File: config.mk
export PLATFORM = sky130hd
export DESIGN_NAME = ddsm_ctrl
export DESIGN_NICKNAME = d
export VERILOG_FILES = /design/src/rtl/ddsm_pkg.sv /design/src/rtl/ddsm_ctrl.sv
export VERILOG_INCLUDE_DIRS = /design/src /design/src/rtl
export SDC_FILE = /design/constraint.sdc
export NUM_CORES = 2
export LEC_CHECK = 0
export BUFFER_PORTS_ARGS = -buffer_cell sky130_fd_sc_hd__buf_2
export CAP_MARGIN = 20
export CORE_MARGIN = 1
export CORE_UTILIZATION = 60
export DETAILED_ROUTE_END_ITERATION = 12
export PLACE_DENSITY = 0.78
export SLEW_MARGIN = 10
export SYNTH_ARGS = -nofsm -noshare
export SYNTH_HDL_FRONTEND = slang
export SYNTH_SLANG_ARGS = --single-unit
File: constraint.sdc
create_clock -name core_clk_in -period 106.8 [get_ports core_clk_in]
set_input_delay 16.02 -clock core_clk_in [delete_from_list [all_inputs] [get_ports core_clk_in]]
set_output_delay 16.02 -clock core_clk_in [all_outputs]
set_load 0.01 [all_outputs]
File: src/rtl/ddsm_cfg.svh
`ifndef DDSM_CFG_SVH
`define DDSM_CFG_SVH

// register addresses
`define DDSM_ADDR_CHAN_SEL 5'h00
`define DDSM_ADDR_FUNC_ONE 5'h01
`define DDSM_ADDR_CHAN_FUNC 5'h03
`define DDSM_ADDR_FREQ_BASE 5'h04
`define DDSM_ADDR_PHASE_BASE 5'h05
`define DDSM_ADDR_AMP_BASE 5'h06
`define DDSM_ADDR_PROF_FIRST 5'h0A
`define DDSM_ADDR_PROF_LAST 5'h18
// field positions
`define DDSM_CF_TYPE_HI 23
`define DDSM_CF_TYPE_LO 22
`define DDSM_CF_DAC_HI 9
`define DDSM_CF_DAC_LO 8
`define DDSM_CF_DAC_PD 7
`define DDSM_CF_DIG_PD 6
`define DDSM_F1_MUL_HI 22
`define DDSM_F1_MUL_LO 18
`define DDSM_F1_MAP_HI 14
`define DDSM_F1_MAP_LO 12
`define DDSM_F1_RAMP_HI 11
`define DDSM_F1_RAMP_LO 10
`define DDSM_F1_LVL_HI 9
`define DDSM_F1_LVL_LO 8
`define DDSM_F1_CLK_PD 7
`define DDSM_F1_PD_MODE 6
// reset values and limits
`define DDSM_CHAN_SEL_RST 2'h3
`define DDSM_FUNC_ONE_RST 24'h000000
`define DDSM_CHAN_FUNC_RST 24'h000300
`define DDSM_MUL_MIN 5'h04
`define DDSM_MUL_MAX 5'h14
`define DDSM_MAP_SPLIT 3'h5
`endif

File: src/rtl/ddsm_pkg.sv
package ddsm_pkg;
    // modulation type, encoded in declaration order
    typedef enum logic [1:0] {MOD_OFF, MOD_AMP, MOD_FREQ, MOD_PHASE} ddsm_mod_t;
    // modulation level count
    typedef enum logic [1:0] {LVL_2, LVL_4, LVL_8, LVL_16} ddsm_lvl_t;
    // ramp trigger source
    typedef enum logic [1:0] {RAMP_OFF, RAMP_P23, RAMP_P3, RAMP_SDIO} ddsm_ramp_t;
    // complete register state of the block
    typedef struct packed {
        logic [1:0] chan_en;
        logic [23:0] fr1;
        logic [1:0][23:0] channel_function_reg;
        logic [1:0][31:0] ftw;
        logic [1:0][15:0] pow;
        logic [1:0][23:0] acr;
        logic [1:0][14:0][31:0] prof;
        logic [3:0] pin_meta;
        logic [3:0] pin_sync;
        logic [2:0] sdio_meta;
        logic [2:0] sdio_sync;
        logic [1:0][31:0] freq;
        logic [1:0][13:0] phase;
        logic [1:0][9:0] amp;
        logic [1:0] ramp_up;
        logic [1:0] ramp_dn;
        logic [1:0] ch_dac_pd;
        logic [1:0] ch_dig_pd;
        logic [1:0] ch_clk_pd;
        logic dac_bias_pd;
        logic pll_pd;
        logic osc_pd;
        logic clkin_pd;
        logic [31:0] rdata;
    } ddsm_state_t;
endpackage

File: src/rtl/ddsm_ctrl.sv
`include "ddsm_cfg.svh"
module ddsm_ctrl
    import ddsm_pkg::*;
(
    input wire logic core_clk_in, // system clock
    input wire logic rst_in, // async reset, active high
    input wire logic ce_in, // clock enable, freezes state when low
    input wire logic wr_en_in, // register write strobe
    input wire logic rd_en_in, // register read strobe
    input wire logic [4:0] addr_in, // register address
    input wire logic [31:0] wdata_in, // register write data
    output logic [31:0] rdata_out, // register read data
    input wire logic [3:0] profile_pin_in, // profile pins, bit n is pin n
    input wire logic [2:0] sdio_ramp_in, // serial lines 1 to 3
    input wire logic ext_powerdown_pin_in, // external power-down pin
    output logic [1:0][31:0] freq_word_out, // per-channel frequency word
    output logic [1:0][13:0] phase_word_out, // per-channel phase word
    output logic [1:0][9:0] amp_word_out, // per-channel amplitude word
    output logic [1:0][1:0] dac_atten_out, // right shifts of full scale
    output logic [1:0] amp_ramp_up_out, // ramp-up request
    output logic [1:0] amp_ramp_down_out, // ramp-down request
    output logic [1:0] ch_dac_pd_out, // channel dac powered down
    output logic [1:0] ch_dig_pd_out, // channel digital powered down
    output logic [1:0] ch_clk_pd_out, // channel clock powered down
    output logic dac_bias_pd_out, // dac bias powered down
    output logic pll_pd_out, // pll powered down
    output logic osc_pd_out, // oscillator powered down
    output logic clkin_pd_out, // clock input powered down
    output logic sdio_single_bit_out // serial port forced to one-bit mode
);

    ddsm_state_t q; // registered state
    ddsm_state_t d; // next state
    logic [1:0][3:0] prof_idx; // selected profile index per channel
    logic [1:0] ramp_act; // ramp trigger active per channel
    logic [1:0] ramp_down; // ramp direction per channel
    ddsm_lvl_t lvl; // current level
    ddsm_ramp_t rsrc; // current ramp source
    logic [2:0] pmap; // current pin map
    logic mul_bypass; // multiplier out of range

    assign lvl = ddsm_lvl_t'(q.fr1[`DDSM_F1_LVL_HI:`DDSM_F1_LVL_LO]);
    assign rsrc = ddsm_ramp_t'(q.fr1[`DDSM_F1_RAMP_HI:`DDSM_F1_RAMP_LO]);
    assign pmap = q.fr1[`DDSM_F1_MAP_HI:`DDSM_F1_MAP_LO];
    assign mul_bypass = (q.fr1[`DDSM_F1_MUL_HI:`DDSM_F1_MUL_LO] < `DDSM_MUL_MIN) ||
                        (q.fr1[`DDSM_F1_MUL_HI:`DDSM_F1_MUL_LO] > `DDSM_MUL_MAX);

    // profile index of one channel from the synchronised pins
    function automatic logic [3:0] chan_idx(input logic ch, input ddsm_lvl_t lv,
                                            input ddsm_ramp_t rs, input logic [2:0] pm,
                                            input logic [3:0] p);
        logic [3:0] idx;
        idx = 4'h0;
        unique case (lv)
            LVL_2:
            begin
                if (rs == RAMP_P23)
                begin
                    // p2, p3 trigger ramps, p0/p1 modulate
                    if (pm == `DDSM_MAP_SPLIT)
                        idx = {3'h0, ch ? p[1] : p[0]};
                end
                else
                    idx = {3'h0, ch ? p[3] : p[2]};
            end
            LVL_4:
            begin
                if (pm == `DDSM_MAP_SPLIT)
                    idx = ch ? {2'h0, p[2], p[3]} : {2'h0, p[0], p[1]};
            end
            LVL_8:
            begin
                if (pm[1] && (pm[0] == ch))
                    idx = {1'b0, p[0], p[1], p[2]};
            end
            LVL_16:
            begin
                if (pm[1] && (pm[0] == ch))
                    idx = {p[0], p[1], p[2], p[3]};
            end
        endcase
        return idx;
    endfunction

    // ramp trigger of one channel, {active, down}
    function automatic logic [1:0] chan_ramp(input logic ch, input ddsm_ramp_t rs,
                                             input logic [2:0] pm, input logic [3:0] p,
                                             input logic [2:0] s);
        logic [1:0] r;
        r = 2'h0;
        unique case (rs)
            RAMP_OFF: r = 2'h0;
            RAMP_P23: r = {1'b1, ch ? p[3] : p[2]};
            RAMP_P3:
            begin
                if (pm[1] && (pm[0] == ch))
                    r = {1'b1, p[3]};
            end
            RAMP_SDIO:
            begin
                // line 1 enables, line 2 picks channel, line 3 down
                if (s[0] && (s[1] == ch))
                    r = {1'b1, s[2]};
            end
        endcase
        return r;
    endfunction

    // per-channel pin decode
    genvar gc;
    generate
        for (gc = 0; gc < 2; gc++)
        begin : g_chan
            logic [1:0] rr; // ramp result
            assign prof_idx[gc] = chan_idx(1'(gc), lvl, rsrc, pmap, q.pin_sync);
            assign rr = chan_ramp(1'(gc), rsrc, pmap, q.pin_sync, q.sdio_sync);
            // amplitude modulation owns the scaler, so no ramp then
            assign ramp_act[gc] = rr[1] &&
                (ddsm_mod_t'(q.channel_function_reg[gc][`DDSM_CF_TYPE_HI:`DDSM_CF_TYPE_LO]) != MOD_AMP);
            assign ramp_down[gc] = rr[0];
            // 11 full, 01 half, 10 quarter, 00 eighth
            always_comb
            begin
                unique case (q.channel_function_reg[gc][`DDSM_CF_DAC_HI:`DDSM_CF_DAC_LO])
                    2'h3: dac_atten_out[gc] = 2'h0;
                    2'h1: dac_atten_out[gc] = 2'h1;
                    2'h2: dac_atten_out[gc] = 2'h2;
                    2'h0: dac_atten_out[gc] = 2'h3;
                endcase
            end
        end
    endgenerate

    // next-state logic: registers, sync, word select, power-down
    always_comb
    begin
        logic [31:0] sel; // selected profile word
        logic [31:0] base; // aligned word zero
        ddsm_mod_t mt; // channel modulation type
        logic rch; // read channel
        sel = 32'h0;
        base = 32'h0;
        mt = MOD_OFF;
        rch = 1'b0;
        d = q;
        // two-stage pin synchronisers
        d.pin_meta = profile_pin_in;
        d.pin_sync = q.pin_meta;
        d.sdio_meta = sdio_ramp_in;
        d.sdio_sync = q.sdio_meta;
        // register writes, channel registers go to enabled channels
        if (wr_en_in)
        begin
            if (addr_in == `DDSM_ADDR_CHAN_SEL)
                d.chan_en = wdata_in[1:0];
            else if (addr_in == `DDSM_ADDR_FUNC_ONE)
                d.fr1 = wdata_in[23:0];
            for (int c = 0; c < 2; c++)
            begin
                if (q.chan_en[c])
                begin
                    if (addr_in == `DDSM_ADDR_CHAN_FUNC)
                        d.channel_function_reg[c] = wdata_in[23:0];
                    else if (addr_in == `DDSM_ADDR_FREQ_BASE)
                        d.ftw[c] = wdata_in;
                    else if (addr_in == `DDSM_ADDR_PHASE_BASE)
                        d.pow[c] = wdata_in[15:0];
                    else if (addr_in == `DDSM_ADDR_AMP_BASE)
                        d.acr[c] = wdata_in[23:0];
                    else if ((addr_in >= `DDSM_ADDR_PROF_FIRST) &&
                             (addr_in <= `DDSM_ADDR_PROF_LAST))
                        d.prof[c][4'(addr_in - `DDSM_ADDR_PROF_FIRST)] = wdata_in;
                end
            end
        end
        // register reads from channel 0 when it is enabled, otherwise from channel 1
        rch = q.chan_en[0] ? 1'b0 : 1'b1;
        if (rd_en_in)
        begin
            if (addr_in == `DDSM_ADDR_CHAN_SEL)
                d.rdata = {30'h0, q.chan_en};
            else if (addr_in == `DDSM_ADDR_FUNC_ONE)
                d.rdata = {8'h0, q.fr1};
            else if (addr_in == `DDSM_ADDR_CHAN_FUNC)
                d.rdata = {8'h0, q.channel_function_reg[rch]};
            else if (addr_in == `DDSM_ADDR_FREQ_BASE)
                d.rdata = q.ftw[rch];
            else if (addr_in == `DDSM_ADDR_PHASE_BASE)
                d.rdata = {16'h0, q.pow[rch]};
            else if (addr_in == `DDSM_ADDR_AMP_BASE)
                d.rdata = {8'h0, q.acr[rch]};
            else if ((addr_in >= `DDSM_ADDR_PROF_FIRST) && (addr_in <= `DDSM_ADDR_PROF_LAST))
                d.rdata = q.prof[rch][4'(addr_in - `DDSM_ADDR_PROF_FIRST)];
            else
                d.rdata = 32'h0; // unmapped address reads zero
        end
        // word selection, held while channel logic is powered down
        for (int c = 0; c < 2; c++)
        begin
            mt = ddsm_mod_t'(q.channel_function_reg[c][`DDSM_CF_TYPE_HI:`DDSM_CF_TYPE_LO]);
            unique case (mt)
                MOD_FREQ: base = q.ftw[c];
                MOD_PHASE: base = {q.pow[c][13:0], 18'h0};
                MOD_AMP: base = {q.acr[c][9:0], 22'h0};
                MOD_OFF: base = 32'h0;
            endcase
            sel = (prof_idx[c] == 4'h0) ? base : q.prof[c][4'(prof_idx[c] - 4'h1)];
            if (!q.ch_dig_pd[c])
            begin
                d.freq[c] = (mt == MOD_FREQ) ? sel : q.ftw[c];
                d.phase[c] = (mt == MOD_PHASE) ? sel[31:18] : q.pow[c][13:0];
                d.amp[c] = (mt == MOD_AMP) ? sel[31:22] : q.acr[c][9:0];
                d.ramp_up[c] = ramp_act[c] && !ramp_down[c];
                d.ramp_dn[c] = ramp_act[c] && ramp_down[c];
            end
        end
        // power-down, one means low power
        if (ext_powerdown_pin_in)
        begin
            if (q.fr1[`DDSM_F1_PD_MODE])
            begin
                // full power-down
                d.ch_dac_pd = 2'h3;
                d.ch_dig_pd = 2'h3;
                d.ch_clk_pd = 2'h3;
                d.dac_bias_pd = 1'b1;
                d.pll_pd = 1'b1;
                d.osc_pd = 1'b1;
                d.clkin_pd = 1'b1;
            end
            else
            begin
                // fast recovery: digital logic down, pll down only when the multiplier is bypassed
                d.ch_dac_pd = 2'h0;
                d.ch_dig_pd = 2'h3;
                d.ch_clk_pd = 2'h0;
                d.dac_bias_pd = 1'b0;
                d.pll_pd = mul_bypass;
                d.osc_pd = 1'b0;
                d.clkin_pd = 1'b0;
            end
        end
        else
        begin
            // software bits rule while the pin is low
            for (int c = 0; c < 2; c++)
            begin
                d.ch_dac_pd[c] = q.channel_function_reg[c][`DDSM_CF_DAC_PD];
                d.ch_dig_pd[c] = q.channel_function_reg[c][`DDSM_CF_DIG_PD];
                d.ch_clk_pd[c] = q.channel_function_reg[c][`DDSM_CF_DIG_PD];
            end
            d.dac_bias_pd = 1'b0;
            d.pll_pd = mul_bypass;
            d.osc_pd = 1'b0;
            d.clkin_pd = q.fr1[`DDSM_F1_CLK_PD];
        end
    end

    // state register, frozen while clock enable is low
    always_ff @(posedge core_clk_in or posedge rst_in)
    begin
        if (rst_in)
        begin
            q <= '0;
            q.chan_en <= `DDSM_CHAN_SEL_RST;
            q.fr1 <= `DDSM_FUNC_ONE_RST;
            q.channel_function_reg <= {`DDSM_CHAN_FUNC_RST, `DDSM_CHAN_FUNC_RST};
            q.pll_pd <= 1'b1;
        end
        else if (ce_in)
            q <= d;
    end

    // outputs
    assign rdata_out = q.rdata;
    assign freq_word_out = q.freq;
    assign phase_word_out = q.phase;
    assign amp_word_out = q.amp;
    assign amp_ramp_up_out = q.ramp_up;
    assign amp_ramp_down_out = q.ramp_dn;
    assign ch_dac_pd_out = q.ch_dac_pd;
    assign ch_dig_pd_out = q.ch_dig_pd;
    assign ch_clk_pd_out = q.ch_clk_pd;
    assign dac_bias_pd_out = q.dac_bias_pd;
    assign pll_pd_out = q.pll_pd;
    assign osc_pd_out = q.osc_pd;
    assign clkin_pd_out = q.clkin_pd;
    assign sdio_single_bit_out = (rsrc == RAMP_SDIO);
endmodule // ddsm_ctrl

======== Word level (Yosys, flattened, before mapping) ========
Index checks and enable logic that the tools add are counted.
storage, ports and cells
  register bits after elaboration ......... 1350
  input port bits ......................... 50
  logic and storage cells ................. 206
operators by class
  $add $sub $neg .......................... 3
  $lt $le $gt $ge ......................... 9
  equal/unequal tests ..................... 26
  multiplexer cells ....................... 60
  bitwise gates (word level) .............. 9
  reductions and logical operators ........ 37
operator list
  kind                                                 count
  bitwise mux 480 bit                                  2
  2-to-1 mux 480 bit                                   2
  2-to-1 mux 32 bit                                    17
  binary-select mux 32 bit (select 4 bit)              3
  demux 32 bit (select 4 bit)                          1
  case mux 32 bit (2 select lines)                     2
  2-to-1 mux 24 bit                                    4
  2-to-1 mux 10 bit                                    4
  2-to-1 mux 16 bit                                    2
  case mux 2 bit (4 select lines)                      4
  case mux 4 bit (4 select lines)                      2
  2-to-1 mux 14 bit                                    2
  equality test 2 bit, second input constant           12
  AND reduction 8 bit                                  2
  equality test 5 x 3 -> 1 bit, second input constant  3
  < comparator 4 x 5 -> 1 bit, second input constant   3
  AND reduction 7 bit                                  2
  equality test 2 x 1 -> 1 bit, second input constant  6
  logical AND 1 bit                                    12
  2-to-1 mux 2 bit                                     6
  2-to-1 mux 4 bit                                     3
  AND reduction 4 bit                                  3
  AND reduction 6 bit                                  2
  AND reduction 5 bit                                  2
  22 further kinds                                     43

======== Longest topological paths before layout ========
  word-level depth ........................ 12
  gate-level depth with buffers ........... 19
  depth with buffers taken out ............ 13

======== Worst setup path after synthesis ========
Ideal clock, no wire load.
  path kind ............................... input -> register
  from .................................... input port addr_in[1]
  to ...................................... register q[492] (netlist bit)
  library setup time ...................... 125 ps
  data arrival time ....................... 18846 ps
  data required time ...................... 106675 ps
  setup slack ............................. 87830 ps
  stages .................................. 14
  path buffers ............................ 5
  path through ............................ buf_2 > buf_4 > buf_2 > buf_2 > inv_1 > ha_1 > o21ai_0 > nand2_1 > o21ai_1 > nand2_1 > nor3_1 > nand2_1 > buf_1 > mux2_2
on the way
  cells in the longest elaborated chain, start to end .. 6
RTL lines
  element                                                                                    RTL line          text
  from (decl)                                                                                ddsm_ctrl.sv:10   input wire logic [4:0] addr_in,
  subtractor 4 bit (no line)                                                                 n/a
  < comparator 4 x 5 -> 1 bit or greater-or-equal comparator 4 x 1 -> 1 bit (tied branches)  ddsm_ctrl.sv:172  d.prof[c][4'(addr_in - `DDSM_ADDR_PROF_FIRST)] = wdata_in;
  logical AND 1 bit                                                                          ddsm_ctrl.sv:172
  2-to-1 mux 32 bit                                                                          ddsm_ctrl.sv:172
  demux 32 bit (select 4 bit)                                                                ddsm_ctrl.sv:172
  bitwise mux 480 bit                                                                        ddsm_ctrl.sv:172
  to (decl)                                                                                  ddsm_ctrl.sv:32   ddsm_state_t q;
Several ways; a longest one is shown, not always the timed one.
A chain may end at the register's enable or synchronous reset.

======== Worst setup path in the final report ========
  from .................................... input port addr_in[1]
  to ...................................... register q, in the netlist rdata_out[10]
on the way
  cells in the longest elaborated chain, start to end .. 10
RTL lines
  element                                  RTL line          text
  subtractor 4 bit (no line)               n/a
  binary-select mux 32 bit (select 4 bit)  ddsm_ctrl.sv:193  d.rdata = q.prof[rch][4'(addr_in - `DDSM_ADDR_PROF_FIRST)];
  2-to-1 mux 32 bit                        ddsm_ctrl.sv:193
  2-to-1 mux 32 bit                        ddsm_ctrl.sv:192  else if ((addr_in >= `DDSM_ADDR_PROF_FIRST) && (addr_in <= `DDSM_ADDR_PROF_LAST))
  2-to-1 mux 32 bit                        ddsm_ctrl.sv:190  else if (addr_in == `DDSM_ADDR_AMP_BASE)
  2-to-1 mux 32 bit                        ddsm_ctrl.sv:188  else if (addr_in == `DDSM_ADDR_PHASE_BASE)
  2-to-1 mux 32 bit                        ddsm_ctrl.sv:186  else if (addr_in == `DDSM_ADDR_FREQ_BASE)
  2-to-1 mux 32 bit                        ddsm_ctrl.sv:184  else if (addr_in == `DDSM_ADDR_CHAN_FUNC)
  2-to-1 mux 32 bit                        ddsm_ctrl.sv:182  else if (addr_in == `DDSM_ADDR_FUNC_ONE)
  2-to-1 mux 32 bit *                      ddsm_ctrl.sv:180  if (addr_in == `DDSM_ADDR_CHAN_SEL)
Mark *: on every way between the ends. The rest lies on a longest branch, timed or not. The select of a mux whose other input is x is not followed.

==> summary.md <==
| Metric | Value |
|---|---|
| Status | completed |
| Nets | 5,188 |
| Worst Hold Path EP | rdata_out[22]$_DFFE_PP0P_ |
| CP required | 107.43 ns |
| Final Slew Violations | 0 |
| Max-cap violations | 0 |
| Pwr Total | 0.00129 W |
| CTS resizes | 0 |
| Post-synthesis async set-or-reset flop share | 1.00 |
| Critical Path AT | 20.37 ns |
| Syn nets | 5,414 |
| Clock tree sinks | 1,349 |
| I/O pin total | 213 |
| Synth Instances | 5,359 |
| EDFF count, synth | 0 |
| Pin count of the biggest net entering global routing | 176 |
| Layout cells sized above 1 | 0.418 |
| FF-to-FF End | freq_word_out[55]$_DFFE_PP0P_ |
| Inserted Clock Buffers | 139 |
| Number of global-route vias before repair | 49.5k |
| Crit-path slowest cell | o21ai_0 |
| FMAX | 50.7 MHz |
| Via/cell ratio | 7.49 |
| Fin cells | 6,782 |
| Clk Latency, worst-skew pair | 0.78 ns |
| CP most frequent cell | o21ai_0 |
| Site Rows | 125 |
| Total wire length | 235,000 microns |
| Cells on worst reg2reg path | 14 |
| Core area | 116,000 sq um |
| DR pass1 iterations | 7 |
| Die span in y | 344 microns |
| Avg Cell Area, Syn | 13.1 sq um |
| Root Driver | clkbuf_16 |
| Fin. Hold Viols | 0 |
| RSZ-0062 raised after global routing | false |
| Number of instances in the placed design | 6,510 |
| # fillers | 8,164 |
| R2R Setup Slk | 99.34 ns |
| Synth-to-layout area growth | 8.12% |
| Primary FF master, synth | dfrtp_1 |
| Type of the worst setup path | input pin to flip-flop |
| Setup_tns | 0 ns |
| Wire length per cell | 34.7 microns |
| Hold path start | rdata_out[22]$_DFFE_PP0P_ |
| Gr ovfl total | 0 |
| H-tree depth | 4 |
| Initial DRC count | 7,121 |
| Crit. End Element | flip-flop |
| #FFs+latches synth | 1,349 |
| Yosys Warn Count | 0 |
| Critical path, cell by cell | buf_8 -> buf_4 -> buf_12 -> mux4_2 -> mux2i_1 -> o22ai_1 -> o21ai_0 -> a22oi_1 -> o21ai_0 -> nand2_1 |
| FF-to-FF Start | pmap[0]$_DFFE_PP0P_ |
| Die width | 344 microns |
| TritonCTS clock tree | done |
| Clk buf depth | 3 |
| Worst setup SP type | input pin |
| Worst vdd ir | 17.2 uV |
| Distinct cells, synth | 74 |
| Tot GR Track Use | 0.397 |
| Setup violations, final | 0 |
| ANT nets after route | 0 |
| Clock Skew | 0.0262 ns |
| Cts hold-fix bufs | 0 |
| Starting density of the core | 0.605 |
| Slew HR | 0.107 |
| Pwr per Cell Area | 16.9 nW/um^2 |
| Worst-Margin Slew | 1.34 ns |
| Fin crit period | 19.74 ns |
| Die Area | 119,000 sq um |
| Post-CTS setup buffers | 0 |
| Initial antenna violation count | 15 |
| Cell area after synthesis | 70,300 sq um |
| Via count | 50.8k |
| Port-buffer cells | 212 |
| Crit path largest cell delay | 0.81 ns |
| P_leak | 35.9 nW |
| CP startpoint | addr_in[1] |
| Clock Pin Slew Worst Setup and Hold Paths | 0.06 ns |
| Residual DRC count | 0 |
| DP HPWL | 142,000 microns |
| Hold WS | 0.478 ns |
| Sequential area share after synthesis | 0.480 |
| Hold depth | 1 |
| RePlAce Congestion | 0.957 |
| Worst Path Max Fanout | 108 |
| Hold Crit Class | flip-flop to flip-flop |
| Post-Route Utilization | 0.654 |
| Final cycle utilization of the critical path | 0.185 |
| First-pass GRT wire length | 342,000 microns |
synth_stat cells, types with 41 or more instances:
cell / instances / area, sq um
o21ai_1: 41 / 205
mux2i_1: 300 / 3000
a21oi_1: 148 / 741
o21ai_0: 149 / 746
clkbuf_1: 293 / 1100
o211ai_1: 70 / 526
mux4_2: 342 / 7700
buf_4: 166 / 1250
nand3_1: 84 / 420
a221oi_1: 48 / 420
mux2_2: 1238 / 13900
buf_2: 73 / 365
dfrtp_1: 1342 / 33600
a22oi_1: 102 / 766
a211oi_1: 47 / 353
buf_1: 141 / 529
o22ai_1: 97 / 607
nor2_1: 78 / 293
nand2_1: 247 / 927
routing by layer:
layer  wire length [microns]  global-route usage  vias up
met5                      78                   0        -
met1                   85300               0.524    26300
li1                        -                   -    19600
met2                  101000               0.563     3984
met4                   15600               0.235       14
met3                   33700               0.145      889
metrics by stage:
stage               area [sq um]  setup slack [ns]
floorplan                  70300             52.76
global placement           71100             86.47
detailed placement         71200             86.43
CTS                        75900             87.21
global route               76000             86.70
finish                     76000             87.06
critical path, delay by kind of cell:
family / cells / cell delay (ns)
AND/OR/NAND/NOR: 1 / 0.10
buffers and inverters: 3 / 1.85
AO/OA/AOI/OAI: 4 / 1.41
multiplexers: 2 / 0.82
cells in the final DEF, fill, tap and decap left out, drive strengths merged, types with 5 or more instances in the layout:
cell type,instances
nor3,26
o21ai,190
bufinv,11
a21oi,150
diode,12
nor2b,26
clkinv,20
a32o,9
nor2,80
a221oi,48
o2bb2ai,14
o22ai,97
and2,7
mux2,1254
nand4,23
nand3,84
clkbuf,213
a22o,15
and3,29
nand2b,10
ha,5
nand2,247
or3,5
a22oi,102
a221o,15
inv,23
dfstp,7
mux2i,300
a21o,25
a211oi,47
buf,315
dfrtp,1342
o31ai,6
o211ai,70
mux4,342
a2111oi,26
a31oi,23
sequential cells by signal, summed over array words and instances, names as in the netlist:
name and count:
amp_word_out 20, ch_dac_pd_out 2, ch_dig_pd_out 2, pmap 3
ch_clk_pd_out 2, phase_word_out 28, amp_ramp_down_out 2, freq_word_out 64
dac_bias_pd_out 1, pll_pd_out 1, lvl 2, q 1180
rdata_out 32, clkin_pd_out 1, amp_ramp_up_out 2, d 7
kinds of logic (layout without fill, tap and decap cells):
logic type,Yosys count,count (layout),share of synthesized area
muxes,1896,1896,0.353
adders and majority gates,5,5,0.000890
other,0,12,0
DFF,1349,1349,0.480
AOI/OAI and AO/OA,853,853,0.0800
buffers and inverters,700,587,0.0487
and+or+nand+nor,550,550,0.0363
xor gates and xnor gates,6,6,0.000961
cell type report:
type                       count  area, sq um  area share
timing repair buffer         316         2030      0.0266
antenna                       12         30.0    0.000395
sequential                  1349        33800       0.444
clock inverter                41          528     0.00694
inverter                      17         73.8    0.000971
clock buffer                 213         4230      0.0556
tap                         1524         1910      0.0251
multi-input combinational   3310        33500       0.440
report_power, final:
group	total [W]	internal, W	switching (W)
logic	0.000227	0.0000721	0.000155
clock network	0.000510	0.000300	0.000210
registers	0.000551	0.000531	0.0000204
total	0.00129	0.000903	0.000386
how the worst max path moves through the flow:
stage	endpoint	slack, ns	cells past startpoint
2_1_floorplan	amp_ramp_down_out[0]$_DFFE_PP0P_	52.76	1
5_1_grt	q[216]$_DFFE_PP0P_	86.70	6
3_5_place_dp	q[182]$_DFFE_PP0P_	86.43	6
6_report	rdata_out[10]$_DFFE_PP0P_	87.06	10
4_1_cts	q[216]$_DFFE_PP0P_	87.21	6
3_3_place_gp	q[182]$_DFFE_PP0P_	86.47	6
No activity file was read; power rests on OpenSTA's default activity.
